<file path="src/rtl/dram_map_pkg.sv">
/*
  Constants for the motherboard DRAM address map: register ports, field
  positions, reset values, size table codes and T-state encodings.
  Assumes a 24-bit byte address and 8-bit configuration registers.
*/
package dram_map_pkg;

  // ----------------------------------------------------------------------
  // Register ports and field positions
  // ----------------------------------------------------------------------
  localparam logic [15:0] CFG_ONE_PORT     = 16'hFC81;
  localparam logic [15:0] CFG_TWO_PORT     = 16'hFC82;
  localparam logic [15:0] SHADOW_EN_PORT   = 16'hFC83;
  localparam logic [15:0] ROM_SHADOW_PORT  = 16'hFC84;

  localparam int          INTERLEAVE_BIT   = 7;
  localparam int          RELOCATE_BIT     = 6;
  localparam int          SIZE_LSB         = 3;
  localparam int          VARIANT_BIT      = 7;
  localparam int          VIDEO_PRIV_LSB   = 6;
  localparam int          SYSTEM_PRIV_LSB  = 2;
  localparam int          SYS_ROM_BIT      = 0;
  localparam int          VID_ROM_BIT      = 1;

  localparam logic [7:0]  CFG_RESET        = 8'h00;
  localparam logic [7:0]  REG_RESET        = 8'h00;

  // ----------------------------------------------------------------------
  // Address map constants, 24-bit byte addresses
  // ----------------------------------------------------------------------
  localparam logic [23:0] KB512            = 24'h080000;
  localparam logic [23:0] KB640            = 24'h0A0000;
  localparam logic [23:0] MB1              = 24'h100000;
  localparam logic [23:0] MB2              = 24'h200000;
  localparam logic [23:0] MB4              = 24'h400000;
  localparam logic [23:0] MB5              = 24'h500000;
  localparam logic [23:0] MB8              = 24'h800000;
  localparam logic [23:0] HOLE_SIZE        = 24'h060000;
  // Shadow windows: video BIOS C0000-C7FFF, system BIOS F0000-FFFFF.
  localparam logic [23:0] VID_BIOS_LO      = 24'h0C0000;
  localparam logic [23:0] VID_BIOS_HI      = 24'h0C8000;
  localparam logic [23:0] SYS_BIOS_LO      = 24'h0F0000;
  localparam logic [23:0] VID_RAM_LO       = 24'h0A0000;
  localparam logic [23:0] VID_RAM_HI       = 24'h0C0000;
  // The four 32 kB segment shadows end here; E0000-EFFFF has no shadow bit.
  localparam logic [23:0] SEG_ROM_HI       = 24'h0E0000;
  localparam int          SEG_LSB          = 15;

  // ----------------------------------------------------------------------
  // Size field codes and privilege codes
  // ----------------------------------------------------------------------
  localparam logic [2:0]  SZ_512K = 3'h0;
  localparam logic [2:0]  SZ_2M_A = 3'h1;
  localparam logic [2:0]  SZ_1M   = 3'h2;
  localparam logic [2:0]  SZ_4M   = 3'h3;
  localparam logic [2:0]  SZ_2M_B = 3'h4;
  localparam logic [2:0]  SZ_5M   = 3'h5;
  localparam logic [2:0]  SZ_8M   = 3'h6;
  localparam logic [2:0]  SZ_640K = 3'h7;

  localparam logic [1:0]  PRIV_OFF = 2'h0;
  localparam logic [1:0]  PRIV_RO  = 2'h1;
  localparam logic [1:0]  PRIV_WO  = 2'h2;
  localparam logic [1:0]  PRIV_RW  = 2'h3;

  typedef enum logic [3:0] {
    T_IDLE   = 4'h1,
    T_STATUS = 4'h2,
    T_CMD    = 4'h4,
    T_WAIT   = 4'h8
  } tstate_t;

endpackage

</file>
<file path="src/rtl/region_decode.sv">
/*
  Combinational address decoder: motherboard size range, hole relocation
  and shadow privilege. Assumes registered configuration inputs on the
  processor clock; results are sampled by the caller in the status state.
*/
`timescale 1ns/1ps
module region_decode (
  // Access
  input  wire logic [23:0] addr,
  input  wire logic        is_write,
  // Configuration
  input  wire logic [2:0]  size_code,
  input  wire logic        relocate,
  input  wire logic [5:0]  shadow_en,
  input  wire logic [7:0]  rom_shadow,
  // Results
  output logic             on_board,
  output logic             to_expansion,
  output logic             rom_decode,
  output logic [23:0]      dram_addr
);

  logic [23:0] top;
  logic        big;
  logic        in_hole;
  logic        in_remap;
  logic        shadowed;
  logic        vid_ram;
  logic [1:0]  priv;
  logic        priv_ok;

  always_comb begin
    case (size_code)
      dram_map_pkg::SZ_512K: top = dram_map_pkg::KB512;
      dram_map_pkg::SZ_2M_A: top = dram_map_pkg::MB2;
      dram_map_pkg::SZ_1M:   top = dram_map_pkg::MB1;
      dram_map_pkg::SZ_4M:   top = dram_map_pkg::MB4;
      dram_map_pkg::SZ_2M_B: top = dram_map_pkg::MB2;
      dram_map_pkg::SZ_5M:   top = dram_map_pkg::MB5;
      dram_map_pkg::SZ_8M:   top = dram_map_pkg::MB8;
      default:               top = dram_map_pkg::KB640;
    endcase
    big = (top >= dram_map_pkg::MB1);
    in_hole = (addr >= dram_map_pkg::KB640) && (addr < dram_map_pkg::MB1);
    // Types 1 and 8 are below 1 MB and never relocate.
    in_remap = relocate && big && (addr >= top)
               && (addr < top + dram_map_pkg::HOLE_SIZE);
    // Video RAM window is shadow enable bit 0, then four 32 kB ROM segments and the system BIOS.
    vid_ram = (addr >= dram_map_pkg::VID_RAM_LO) && (addr < dram_map_pkg::VID_RAM_HI);
    if (vid_ram) begin
      shadowed = shadow_en[0];
    end else if (addr >= dram_map_pkg::SYS_BIOS_LO) begin
      shadowed = shadow_en[5];
    end else if (addr >= dram_map_pkg::VID_RAM_HI && addr < dram_map_pkg::SEG_ROM_HI) begin
      shadowed = shadow_en[3'(addr[17:dram_map_pkg::SEG_LSB]) - 3'h7];
    end else begin
      // Beyond the segment shadows the index would reach bit 5 or leave the enable field.
      shadowed = 1'b0;
    end
    if (addr >= dram_map_pkg::SYS_BIOS_LO) begin
      priv = rom_shadow[dram_map_pkg::SYSTEM_PRIV_LSB +: 2];
    end else begin
      priv = rom_shadow[dram_map_pkg::VIDEO_PRIV_LSB +: 2];
    end
    priv_ok = is_write ? priv[1] : priv[0];
    rom_decode = 1'b0;
    on_board = 1'b0;
    dram_addr = addr;
    if (in_hole) begin
      // Shadow exists only with 1 MB or more configured.
      on_board = big && shadowed && (vid_ram || priv_ok);
      if (addr >= dram_map_pkg::VID_BIOS_LO && addr < dram_map_pkg::VID_BIOS_HI) begin
        rom_decode = !rom_shadow[dram_map_pkg::VID_ROM_BIT] && !on_board;
      end else if (addr >= dram_map_pkg::SYS_BIOS_LO) begin
        rom_decode = !rom_shadow[dram_map_pkg::SYS_ROM_BIT] && !on_board;
      end
    end else if (in_remap) begin
      on_board = 1'b1;
      dram_addr = addr - top + dram_map_pkg::KB640;
    end else begin
      on_board = (addr < top);
    end
    // Shadowed video RAM writes also go out on the expansion bus.
    to_expansion = !on_board || (vid_ram && is_write);
  end

endmodule

</file>
<file path="src/rtl/dram_address_map.sv">
/*
  Motherboard DRAM address map front end. Traces processor T-states,
  decodes the address in the status state, steers the data buffers and
  holds the four configuration registers on the IO port space.
  Assumes CLK is the processor clock and bus inputs are synchronous to it.
*/
// Operation
// - The whole controller runs on the processor clock.
// - Decode the 24-bit address in the status T-state.
// - Non-board accesses leave memory control outputs unchanged.
// - Board accesses produce RAS, CAS, write strobe and output enable.
// - Buffer direction is 1 on board memory writes.
// - Buffer direction is 0 on board memory reads.
// - Buffer enable asserted low on every board memory access.
// - Size field selects the board memory range.
// - Out-of-range accesses go to the expansion bus.
// - Shadow RAM only when at least 1 MB is configured.
// - Two privilege fields select off, read, write or read/write.
// - ROM enable bits set disable the ROM BIOS decode.
// - Shadow enable bits turn on matching shadow regions.
// - Enabled shadow runs as DRAM cycles, not ROM cycles.
// - Shadowed video writes go to DRAM and expansion bus.
// - Relocation bit remaps the hole to top of memory.
// - Remap window is 384 kB above top; types 1 and 8 none.
// - Conventional mode after reset; interleave bit selects page mode.
// - Interleave variant bit loaded from strap, fixed until reset.
`timescale 1ns/1ps
module dram_address_map (
  // Clock and reset
  input  wire logic        CLK,
  input  wire logic        RST,
  // Processor local bus
  input  wire logic [23:0] LOCAL_ADDRESS_BUS,
  input  wire logic        MEM_CYCLE,
  input  wire logic        STATUS_STATE,
  input  wire logic        CYCLE_END,
  input  wire logic        WRITE_CYCLE,
  // IO register port
  input  wire logic [15:0] IO_ADDR,
  input  wire logic        IO_WR,
  input  wire logic        IO_RD,
  input  wire logic [7:0]  IO_WDATA,
  output logic [7:0]       IO_RDATA,
  // Strap
  input  wire logic        VARIANT_STRAP,
  // Memory controls
  output logic             BUFFER_DIRECTION,
  output logic             BUFFER_OUTPUT_ENABLE_N,
  output logic             RAS_N,
  output logic             CAS_N,
  output logic             WE_N,
  output logic             EXPANSION_CYCLE,
  output logic             ROM_SELECT,
  output logic [23:0]      DRAM_ADDRESS,
  output logic             PAGE_MODE,
  output logic             ENHANCED_MODE
);

  // ----------------------------------------------------------------------
  // State
  // ----------------------------------------------------------------------
  typedef struct packed {
    dram_map_pkg::tstate_t tst;
    logic [7:0]            cfg_one;
    logic [7:0]            cfg_two;
    logic [7:0]            shadow_en;
    logic [7:0]            rom_shadow;
    logic [1:0]            strap_sync;
    logic [7:0]            rdata;
    logic                  dir;
    logic                  oe_n;
    logic                  ras_n;
    logic                  cas_n;
    logic                  we_n;
    logic                  exp;
    logic                  rom;
    logic [23:0]           daddr;
  } state_t;

  state_t cur;
  state_t next_cur;

  logic        on_board;
  logic        to_expansion;
  logic        rom_decode;
  logic [23:0] dram_addr;

  region_decode decode (
    .addr         (LOCAL_ADDRESS_BUS),
    .is_write     (WRITE_CYCLE),
    .size_code    (cur.cfg_one[dram_map_pkg::SIZE_LSB +: 3]),
    .relocate     (cur.cfg_one[dram_map_pkg::RELOCATE_BIT]),
    .shadow_en    (cur.shadow_en[5:0]),
    .rom_shadow   (cur.rom_shadow),
    .on_board     (on_board),
    .to_expansion (to_expansion),
    .rom_decode   (rom_decode),
    .dram_addr    (dram_addr)
  );

  // ----------------------------------------------------------------------
  // Next state
  // ----------------------------------------------------------------------
  always_comb begin
    next_cur = cur;
    // The strap pin is not on the processor clock, so it passes two stages.
    next_cur.strap_sync = {cur.strap_sync[0], VARIANT_STRAP};
    if (IO_WR) begin
      case (IO_ADDR)
        dram_map_pkg::CFG_ONE_PORT:    next_cur.cfg_one = IO_WDATA;
        dram_map_pkg::CFG_TWO_PORT:
          next_cur.cfg_two[6:0] = IO_WDATA[6:0];
        dram_map_pkg::SHADOW_EN_PORT:  next_cur.shadow_en = {2'h0, IO_WDATA[5:0]};
        dram_map_pkg::ROM_SHADOW_PORT: next_cur.rom_shadow = IO_WDATA;
        default:                       next_cur.cfg_one = cur.cfg_one;
      endcase
    end
    if (IO_RD) begin
      case (IO_ADDR)
        dram_map_pkg::CFG_ONE_PORT:    next_cur.rdata = cur.cfg_one;
        dram_map_pkg::CFG_TWO_PORT:    next_cur.rdata = cur.cfg_two;
        dram_map_pkg::SHADOW_EN_PORT:  next_cur.rdata = cur.shadow_en;
        dram_map_pkg::ROM_SHADOW_PORT: next_cur.rdata = cur.rom_shadow;
        default:                       next_cur.rdata = 8'h00;
      endcase
    end
    case (cur.tst)
      dram_map_pkg::T_IDLE: begin
        if (MEM_CYCLE && STATUS_STATE) begin
          next_cur.tst = dram_map_pkg::T_STATUS;
          // Decision taken once, in the status state.
          next_cur.exp = to_expansion;
          next_cur.rom = rom_decode;
          if (on_board) begin
            next_cur.daddr = dram_addr;
            next_cur.dir   = WRITE_CYCLE;
            next_cur.oe_n  = 1'b0;
            next_cur.we_n  = !WRITE_CYCLE;
            next_cur.ras_n = 1'b0;
          end
          // Otherwise the memory controls keep their levels.
        end
      end
      dram_map_pkg::T_STATUS: begin
        next_cur.tst = dram_map_pkg::T_CMD;
        if (!cur.oe_n) begin
          next_cur.cas_n = 1'b0;
        end
      end
      dram_map_pkg::T_CMD: begin
        next_cur.tst = dram_map_pkg::T_WAIT;
      end
      dram_map_pkg::T_WAIT: begin
        if (CYCLE_END) begin
          next_cur.tst   = dram_map_pkg::T_IDLE;
          next_cur.exp   = 1'b0;
          next_cur.rom   = 1'b0;
          if (!cur.oe_n) begin
            next_cur.oe_n  = 1'b1;
            next_cur.ras_n = 1'b1;
            next_cur.cas_n = 1'b1;
            next_cur.we_n  = 1'b1;
          end
        end
      end
      default: next_cur.tst = dram_map_pkg::T_IDLE;
    endcase
    // Synchronous reset. The strap keeps shifting, so the variant bit is
    // settled well before release and cannot be written afterwards.
    if (RST) begin
      next_cur            = '0;
      next_cur.strap_sync = {cur.strap_sync[0], VARIANT_STRAP};
      next_cur.tst        = dram_map_pkg::T_IDLE;
      next_cur.cfg_one    = dram_map_pkg::CFG_RESET;
      next_cur.cfg_two    = dram_map_pkg::CFG_RESET;
      next_cur.cfg_two[dram_map_pkg::VARIANT_BIT] = cur.strap_sync[1];
      next_cur.shadow_en  = dram_map_pkg::REG_RESET;
      next_cur.rom_shadow = dram_map_pkg::REG_RESET;
      next_cur.dir        = 1'b1;
      next_cur.oe_n       = 1'b1;
      next_cur.ras_n      = 1'b1;
      next_cur.cas_n      = 1'b1;
      next_cur.we_n       = 1'b1;
    end
  end

  // ----------------------------------------------------------------------
  // Registers
  // ----------------------------------------------------------------------
  always_ff @(posedge CLK) begin
    cur <= next_cur;
  end

  assign IO_RDATA               = cur.rdata;
  assign BUFFER_DIRECTION       = cur.dir;
  assign BUFFER_OUTPUT_ENABLE_N = cur.oe_n;
  assign RAS_N                  = cur.ras_n;
  assign CAS_N                  = cur.cas_n;
  assign WE_N                   = cur.we_n;
  assign EXPANSION_CYCLE        = cur.exp;
  assign ROM_SELECT             = cur.rom;
  assign DRAM_ADDRESS           = cur.daddr;
  assign PAGE_MODE              = cur.cfg_one[dram_map_pkg::INTERLEAVE_BIT];
  assign ENHANCED_MODE          = cur.cfg_two[dram_map_pkg::VARIANT_BIT];

endmodule

</file>
<file path="config.mk">
export PLATFORM = sky130hd
export DESIGN_NAME = dram_address_map
export DESIGN_NICKNAME = d
export VERILOG_FILES = /design/src/rtl/dram_map_pkg.sv /design/src/rtl/region_decode.sv /design/src/rtl/dram_address_map.sv
export SDC_FILE = /design/constraint.sdc
export NUM_CORES = 1
export LEC_CHECK = 0
export BUFFER_PORTS_ARGS = -buffer_cell sky130_fd_sc_hd__buf_2
export CAP_MARGIN = 20
export CORE_MARGIN = 2
export CORE_UTILIZATION = 53
export CTS_BUF_LIST = sky130_fd_sc_hd__clkbuf_4 sky130_fd_sc_hd__clkbuf_8
export CTS_CLUSTER_SIZE = 20
export DETAILED_ROUTE_END_ITERATION = 8
export GPL_TIMING_DRIVEN = 0
export HOLD_SLACK_MARGIN = 0.1
export PLACE_DENSITY = 0.77
export SYNTH_ARGS = -nofsm -noshare
export SYNTH_HDL_FRONTEND = slang
export SYNTH_SLANG_ARGS = --single-unit
</file>
<file path="constraint.sdc">
create_clock -name CLK -period 2.95 [get_ports CLK]
set_input_delay 0.4425 -clock CLK [delete_from_list [all_inputs] [get_ports CLK]]
set_output_delay 0.4425 -clock CLK [all_outputs]
set_load 0.05 [all_outputs]
</file>
==> results of run 1 <==
layer usage:
| metal | GRT usage [%] | wire length (um) | vias up | part of all wire [%] |
|---|---|---|---|---|
| li1 | - | - | 2664 | - |
| met1 | 36.8 | 6700 | 2582 | 43 |
| met2 | 43.9 | 7170 | 277 | 46 |
| met3 | 5.55 | 1390 | 34 | 8.9 |
| met4 | 9.62 | 367 | 0 | 2.3 |
| met5 | 0 | 0 | - | 0 |
synth_stat cells, drive strengths merged, types with 7 or more instances:
| master | count |
|---|---|
| nand2b | 8 |
| nor2 | 36 |
| a31oi | 8 |
| inv | 44 |
| nor3 | 12 |
| nor2b | 15 |
| ha | 52 |
| nand2 | 88 |
| xnor2 | 16 |
| o21ai | 12 |
| o211ai | 21 |
| buf | 50 |
| clkbuf | 16 |
| dfxtp | 74 |
| nand3 | 36 |
| a21oi | 87 |
| nor4 | 7 |
| nand4 | 7 |
| a222oi | 8 |
final cells by class:
cell class / instances / area (um^2)
tap: 133 / 166
fill: 842 / 3280
inverter: 44 / 165
buffer: 64 / 437
multi-input combinational: 505 / 3520
clock buffer: 10 / 138
sequential: 75 / 1510
timing repair buffer: 109 / 578
clock inverter: 6 / 70.1
worst min path at each step:
stage / start / depth (start not counted) / endpoint
after global routing: VARIANT_STRAP / 1 / cur[39]
after detailed placement: cur[39] / 0 / cur[40]
after CTS: VARIANT_STRAP / 1 / cur[39]
after global placement: cur[39] / 0 / cur[40]
final: VARIANT_STRAP / 1 / cur[39]
after floorplan: cur[39] / 0 / cur[40]
cell families after synthesis:
| kind of cell | Yosys count | synth area share, % |
|---|---|---|
| compound gates | 178 | 20.9 |
| mux | 8 | 1.73 |
| fa+ha+maj | 55 | 13.1 |
| simple gates | 242 | 22.5 |
| buf+inv | 110 | 10.3 |
| xor+xnor | 22 | 3.56 |
| flops | 75 | 27.9 |
power groups by stage:
stage / sequential, mW / clock, mW / combinational, mW
floorplan: 1.08 / 0 / 0.339
CTS: 1.04 / 0.868 / 0.519
global route: 1.04 / 0.921 / 0.593
global placement: 1.06 / 0 / 0.494
detailed placement: 1.07 / 0 / 0.503
finish: 1.04 / 0.859 / 0.548
worst register-to-register path: cells and delay by family (launching register included):
family / cells / cell delay [ns]
buf+inv: 3 / 0.42
fa+ha+maj: 2 / 0.54
mux: 1 / 0.18
flops: 1 / 0.33
compound gates: 4 / 0.67
simple gates: 3 / 0.74
sequential cells by signal, summed over array words and instances (netlist names):
| name | flops |
|---|---|
| BUFFER_OUTPUT_ENABLE_N | 1 |
| IO_RDATA | 8 |
| ENHANCED_MODE | 1 |
| cur | 34 |
| DRAM_ADDRESS | 24 |
| WE_N | 1 |
| ROM_SELECT | 1 |
| CAS_N | 1 |
| BUFFER_DIRECTION | 1 |
| RAS_N | 1 |
| PAGE_MODE | 1 |
| EXPANSION_CYCLE | 1 |
stage by stage:
step	power, mW	hold slack [ns]	setup WS [ns]
2_1_floorplan	1.42	0.310	0.0446
3_3_place_gp	1.56	0.319	-0.584
3_5_place_dp	1.57	0.326	-0.602
4_1_cts	2.43	0.165	0.00696
5_1_grt	2.56	0.158	-0.0810
6_report	2.45	0.167	0.0100
what timing repair did:
action                                  4_1_cts  5_1_grt
cloned                                        1        0
buffers inserted                              5        8
gates resized for setup                      33       28
endpoints found under the setup margin       27       28
pin swaps                                     9       15
endpoints found under the hold margin         0        0
==> results.md, run 1 <==
- Crit-path max FO: 7
- Layout area overhead: 21.7%
- WS Path Type: reg2reg
- Worst EP required: 3.25 ns
- IO Count: 98
- Post-synthesis sequential area ratio: 27.9%
- Crit path DAT: 3.24 ns
- Clock sink count: 75
- Finished Cell Area: 0.00659 mm^2
- Initial core utilization: 54.9%
- GR Util All Layers: 27.5%
- Crit path buf inv count: 3
- Core footprint: 0.00986 mm^2
- Yosys reg bits: 75
- CTS tree: yes
- Initial DRC Count: 330
- Crit end category: register
- Final wirelength: 15600 um
- Critical path's top delay family: simple AND/OR/NAND/NOR gates
- Crit path to: DRAM_ADDRESS[22]
- ANT cells: 0
- Period utilisation layout: 99.7%
- CP dominant cell by count: nor2b_4
- Worst path depth: 13
- Critical path origin: cur[69]
- Final Net Count: 920
- Final setup viols: 0
- Slew Viols, Final: 0
- Synth top area share: 27.4%
- HPWL after DPL: 11300 um
- Die area: 0.0110 mm^2
- Hold Fails Final Rpt: 0
- Total gr overflow: 0
- Cell Chain, Critical Path: buf_6, nor2b_4, mux2i_2, ha_2, inv_1, fa_2, nor2b_4, a21oi_2, a21o_1, o211ai_1, buf_4, or4_4, o211ai_2
- Logic gate share of total power: 22.4%
- Leading area contributor after synthesis: dfxtp_1
- Syn. warnings: 0
- Root Driver: clkbuf_8
- Max_cap viols: 0
- Clock Latency Late Sink: 0.37 ns
- Pint: 1.66 mW
- Reg-to-Reg Start: cur[69]
- DR vias: 5557
- Drt pass-1 iters: 8
- Slew headroom: 51.0%
- Top cells by area, synth: dfxtp_1 (27%), ha_1 (12%), a21oi_1 (8.0%)
- Most frequent cells in the layout: buf_2 (104), nand2_1 (87), a21oi_1 (86)
- Number of synthesized flops with an enable pin: 1
- First-pass GRT wire length: 24700 um
- Post-DRT Antenna Nets: 0
- Sequential Power Share: 42.6%
- Chip Height: 105 um
- Final TNS setup: 0 ns
- LEAKAGE: 2.80 nW
- Yosys cell types: 66
- Vias/cell: 5.87
- Largest net degree at the start of global routing: 15
- Post-Synthesis Cells: 690
- Critical path startpoint category: register
- Clk pin slew, worst setup/hold paths: 0.09 ns
- Clock power frac: 35.1%
- Final Util: 66.8%
- Worst Skew: 0.0171 ns
- RSZ-0062 raised after global routing: yes
- Reg2Reg Depth: 13
- Instance area after placement: 0.00606 mm^2
- Synthesized area per cell: 7.84 um^2
- Slowest stage delay, CP: 0.46 ns
- Htree depth: 3
- Hold/Removal Path Class: in2reg
- Share of flip-flops with an asynchronous set or reset: 0%
- Status: complete, no violations
- Die W: 105 um
- Sw Share: 32.0%
- Maximum root-to-sink buffer count: 2
- PwrDens: 372 mW/mm^2
- IO Port Bufs: 96
- Placed insts: 919
- Initial antenna violation count: 0
- Worst R2R Setup Slack: 0.01 ns
- Post-Syn Nets: 802
- CTS buffer count: 9
- Routability cong.: 0.950
- Most common cell after layout, fill and taps aside: buf_2
- Switching power: 784 uW
- Share of cells above drive strength 1: 26.9%
- Worst-Margin Slew: 0.725 ns
- Hold-fix buffers, CTS: 0
- Final worst path period need: 2.94 ns
- Wirelength per Cell: 16.5 um
- Fmax: 0.340 GHz
- Post-route DRC: 0
- Synth Cell Area: 0.00541 mm^2
- # rows: 36
- Synth Flop Type: dfxtp_1
- Layout Cells excl Fill: 946
- Maximum VDD drop: 263 uV
- Vias in the first global route: 5155
- Crit-path slowest cell: or4_4
- R2r endpoint: DRAM_ADDRESS[22]
Power figures use the tool's default switching activity.
==> inputs of run 2 (changes only) <==
--- a/config.mk
+++ b/config.mk
@@ -14,6 +14,7 @@
 export DETAILED_ROUTE_END_ITERATION = 8
 export GPL_TIMING_DRIVEN = 0
 export HOLD_SLACK_MARGIN = 0.1
+export MAX_ROUTING_LAYER = met4
 export PLACE_DENSITY = 0.77
 export SYNTH_ARGS = -nofsm -noshare
 export SYNTH_HDL_FRONTEND = slang
==> run 2 against run 1 <==
The flow now finishes with violations (setup timing). Via count grew 0.40%. Worst hold slack gained 0.0091 ns. Fmax shrank 3.6%. Core utilization grew 1.3 points. Clock-buffer cell count grew 1. Register-to-register slack lost 0.11 ns. Flip-flop and latch count is the same. Critical path type unchanged. Largest cell class unchanged. Largest power group unchanged.
==> results.md, run 2 (synthesized netlist as in run 1, its figures left out) <==
- Status: finished, violations left
- Failing checks: setup timing
- Root Driver: clkbuf_8
- Chip Height: 105 um
- Initial core utilization: 54.9%
- Final setup viols: 10
- Post-DRT Antenna Nets: 0
- R2r endpoint: DRAM_ADDRESS[14]
- Max_cap viols: 0
- Share of cells above drive strength 1: 28.9%
- Clk pin slew, worst setup/hold paths: 0.09 ns
- LEAKAGE: 2.84 nW
- Critical path origin: cur[68]
- IO Port Bufs: 96
- Fmax: 0.328 GHz
- Core footprint: 0.00986 mm^2
- Crit path to: DRAM_ADDRESS[14]
- Crit end category: register
- Slew headroom: 50.4%
- # rows: 36
- Die W: 105 um
- Final Net Count: 927
- GR Util All Layers: 29.6%
- Drt pass-1 iters: 5
- Final worst path period need: 3.05 ns
- Post-route DRC: 0
- Biggest register: cur
- Vias/cell: 5.85
- Most common cell after layout, fill and taps aside: buf_2
- Htree depth: 3
- Hold Fails Final Rpt: 0
- Reg2Reg Depth: 14
- HPWL after DPL: 11700 um
- Initial DRC Count: 336
- Max FFs per register: 34
- CTS buffer count: 9
- Worst R2R Setup Slack: -0.1 ns
- Reg-to-Reg Start: cur[68]
- Worst Skew: 0.0133 ns
- Clock sink count: 75
- Die area: 0.0110 mm^2
- Hold/Removal Path Class: in2reg
- Crit path buf inv count: 5
- Maximum VDD drop: 275 uV
- Worst path depth: 14
- Slowest stage delay, CP: 0.43 ns
- Cell Chain, Critical Path: buf_6, or3_4, ha_4, o21ai_1, a21oi_1, o31ai_2, buf_4, buf_4, o211ai_1, nor2_4, buf_6, buf_8, o211ai_1, a21oi_1
- Routability cong.: 0.972
- Total gr overflow: 0
- DR vias: 5579
- Layout Cells excl Fill: 953
- Instance area after placement: 0.00606 mm^2
- Crit-path max FO: 10
- Critical path's top delay family: compound AO/OA/AOI/OAI gates
- Period utilisation layout: 103%
- Layout area overhead: 24.1%
- Maximum root-to-sink buffer count: 2
- Finished Cell Area: 0.00671 mm^2
- IO Count: 98
- PwrDens: 353 mW/mm^2
- Clock Latency Late Sink: 0.37 ns
- Vias in the first global route: 5194
- Placed insts: 919
- Worst Slack Setup Final: -0.0993 ns
- Worst-Margin Slew: 0.734 ns
- WS Path Type: reg2reg
- Crit path DAT: 3.27 ns
- First-pass GRT wire length: 25600 um
- Final wirelength: 16400 um
- Slew Viols, Final: 0
- Crit-path slowest cell: or3_4
- Initial antenna violation count: 0
- Wirelength per Cell: 17.2 um
- RSZ-0062 raised after global routing: yes
- Largest net degree at the start of global routing: 14
- Most frequent cells in the layout: buf_2 (103), nand2_1 (86), a21oi_1 (84)
- Critical path startpoint category: register
- Worst EP required: 3.17 ns
- ANT cells: 0
- CTS tree: yes
## run 2: worst min path at each step
stage	slack (ns)	startpoint	depth (start not counted)	to
floorplan	0.31	cur[39]	0	cur[40]
global placement	0.32	cur[39]	0	cur[40]
detailed placement	0.32	cur[39]	0	cur[40]
CTS	0.17	VARIANT_STRAP	1	cur[39]
global route	0.17	VARIANT_STRAP	1	cur[39]
finish	0.18	VARIANT_STRAP	1	cur[39]
## run 2: cell type report
cell class | instances | area, um^2
multi-input combinational | 505 | 3560
clock inverter | 5 | 37.5
clock buffer | 11 | 145
inverter | 44 | 165
buffer | 64 | 468
timing repair buffer | 116 | 656
sequential | 75 | 1520
fill | 781 | 3150
tap | 133 | 166
## run 2: timing repair
item | in CTS | in global routing
pin swaps | 9 | 19
resized for setup | 37 | 61
endpoints found under the hold margin | 0 | 0
setup endpoints to repair | 28 | 29
hold buffers | 0 | 0
gates cloned | 0 | 3
setup buffers | 8 | 10
## run 2: layer usage
layer / GRT usage [%] / vias up / wire (um) / share of wire [%]
met5: - / - / 0 / 0
met4: 12.0 / 0 / 567 / 3.5
met3: 3.31 / 54 / 1180 / 7.2
met2: 47.1 / 259 / 7600 / 46
met1: 38.3 / 2601 / 7070 / 43
li1: - / 2665 / - / -
## run 2: metrics by stage
stage | util (%) | total power [mW] | setup TNS [ns] | setup WS (ns) | hold WS, ns
floorplan | - | 1.42 | 0 | 0.0446 | 0.310
global placement | 61.4 | 1.56 | -10.53 | -0.563 | 0.318
detailed placement | 61.4 | 1.57 | -12.05 | -0.606 | 0.319
CTS | 65.0 | 2.34 | -0.00469 | -0.00302 | 0.174
global route | 68.1 | 2.46 | -2.63 | -0.195 | 0.171
finish | 68.1 | 2.37 | -0.434 | -0.0993 | 0.176
## run 2: report_power, final
group / switching [mW] / leakage, nW / internal [mW]
clock network: 0.419 / 0.0894 / 0.341
registers: 0.0117 / 0.610 / 1.03
logic: 0.350 / 2.14 / 0.220
==> inputs of run 3 (changes only) <==
--- a/config.mk
+++ b/config.mk
@@ -15,7 +15,8 @@
 export GPL_TIMING_DRIVEN = 0
 export HOLD_SLACK_MARGIN = 0.1
 export MAX_ROUTING_LAYER = met4
-export PLACE_DENSITY = 0.77
+export PLACE_DENSITY = 0.89
+export SLEW_MARGIN = 5
 export SYNTH_ARGS = -nofsm -noshare
 export SYNTH_HDL_FRONTEND = slang
 export SYNTH_SLANG_ARGS = --single-unit
==> run 3 against run 2 <==
The run still ends with setup timing left. Via count grew 0.97%. Fmax shrank 0.13%. Sequential share of layout area up 0.39 points. Global-route usage down 2.9 points. Clock power is 0.9% higher. Worst hold slack lost 0.0033 ns. Flip-flop and latch count unchanged. Clock skew fell by 0.00086 ns. Critical endpoint is now DRAM_ADDRESS[22].
==> results.md, run 3 (synthesized netlist as in run 1, its figures left out) <==
- GR Util All Layers: 26.7%
- IO Port Bufs: 96
- # rows: 36
- Layout area overhead: 22.5%
- Finished Cell Area: 0.00663 mm^2
- Vias in the first global route: 4933
- Final hold slack: 0.172 ns
- ANT cells: 0
- Met1 Routed Length: 6860 um
- PwrDens: 356 mW/mm^2
- Clk pin slew, worst setup/hold paths: 0.09 ns
- Post-route DRC: 0
- Initial antenna violation count: 0
- Max_cap viols: 0
- Maximum root-to-sink buffer count: 2
- First-pass GRT wire length: 23300 um
- Vias/cell: 5.93
- Final Net Count: 924
- Worst Skew: 0.0124 ns
- Maximum VDD drop: 192 uV
- Initial core utilization: 54.9%
- Die area: 0.0110 mm^2
- Hold-fix buffers, CTS: 0
- Root Driver: clkbuf_8
- WS Path Type: reg2reg
- Met2 WL: 7530 um
- Crit end category: register
- CTS buffer count: 9
- Hold Fails Final Rpt: 0
- Layout fillers: 793
- Met3 routed WL: 1170 um
- Crit-path max FO: 7
- Clock sink count: 75
- CTS tree: yes
- Period utilisation layout: 104%
- Clock Latency Late Sink: 0.37 ns
- Most common cell after layout, fill and taps aside: buf_2
- Initial DRC Count: 427
- RSZ-0062 raised after global routing: yes
- Die W: 105 um
- Post-DRT Antenna Nets: 0
- Worst EP required: 3.25 ns
- Htree depth: 3
- Reg2Reg Depth: 11
- Slew headroom: 46.9%
- Total gr overflow: 0
- Wirelength per Cell: 16.8 um
- Worst Slack Setup Final: -0.103 ns
- Status: finished, violations left
- DR vias: 5633
- Share of cells above drive strength 1: 27.4%
- Top Layer Used: met4
- Most frequent cells in the layout: buf_2 (104), nand2_1 (87), a21oi_1 (85)
- Failing checks: setup timing
- Final TNS setup: -0.300 ns
- Instance area after placement: 0.00606 mm^2
- IO Count: 98
- Max FFs per register: 34
- HPWL after DPL: 10800 um
- Slew Viols, Final: 0
- Final wirelength: 16000 um
- Chip Height: 105 um
- Biggest register: cur
- WHS Path Cells: 1
- Drt pass-1 iters: 8
- Final worst path period need: 3.05 ns
- Crit path DAT: 3.35 ns
- Critical path startpoint category: register
- Largest net degree at the start of global routing: 16
- LEAKAGE: 2.83 nW
- Routability cong.: 0.959
- Final setup viols: 5
- Hold/Removal Path Class: in2reg
- Core footprint: 0.00986 mm^2
- Worst R2R Setup Slack: -0.10 ns
- Fmax: 0.328 GHz
- Worst-Margin Slew: 0.786 ns
run 3: changes by cell type in the layout (fill, tap and decap cells not counted), moves of 2 or more:
cell	change
o21ai_1	-2
nand2_2	-2
clkinvlp_4	-2
dfxtp_4	+2
mux2i_2	-2
buf_6	-7
o21ai_0	+4
mux2i_1	+2
o21ai_2	-2
inv_6	+2
run 3: stage by stage:
stage | total power [mW] | util [%] | instances | setup WS [ns]
global route | 2.46 | 67.2 | 950 | -0.110
floorplan | 1.42 | - | 690 | 0.0446
CTS | 2.32 | 64.6 | 942 | 0.00163
global placement | 1.55 | 61.4 | 919 | -0.615
finish | 2.36 | 67.2 | 950 | -0.103
detailed placement | 1.56 | 61.4 | 919 | -0.658
run 3: what timing repair did:
item	4_1_cts	5_1_grt
pin swaps	9	16
gates cloned	0	1
resized for setup	27	46
setup endpoints to repair	28	28
setup buffers	9	11
run 3: worst max-delay path: stages, from the launching register on:
cell      delay [ns]
dfxtp_4         0.39
or3_4           0.39
buf_6           0.15
ha_4            0.16
nor2_1          0.18
a21oi_2         0.11
o31ai_4         0.21
buf_4           0.17
a211oi_4        0.08
or3_4           0.43
or4_4           0.53
o211ai_2        0.18
run 3: cell type report:
cell class                      count  area (um^2)  share of cell area (%)
Inverter                           44          165                    2.49
Sequential cell                    75         1520                    23.0
Timing Repair Buffer              115          626                    9.44
Multi-Input combinational cell    505         3530                    53.3
Clock buffer                        9          124                    1.87
Clock inverter                      7         57.6                   0.868
Buffer                             62          433                    6.53
Tap cell                          133          166                    2.51
run 3: where the power goes:
group | internal (mW) | total (mW) | leakage, nW | switching [mW]
clock | 0.321 | 0.767 | 0.0968 | 0.446
sequential | 1.03 | 1.04 | 0.611 | 0.0113
combinational | 0.213 | 0.551 | 2.13 | 0.338
total | 1.56 | 2.36 | 2.83 | 0.796
run 3: layer usage:
metal | global-route usage, % | vias up
li1 | - | 2669
met1 | 34.9 | 2617
met2 | 41.7 | 302
met3 | 4.30 | 45
met4 | 9.62 | 0
met5 | - | -
run 3: worst paths after layout:
path / from / to
min: VARIANT_STRAP / cur[39]
max: cur[68] / DRAM_ADDRESS[22]
max reg2reg: cur[68] / DRAM_ADDRESS[22]
min reg2reg: cur[39] / cur[40]
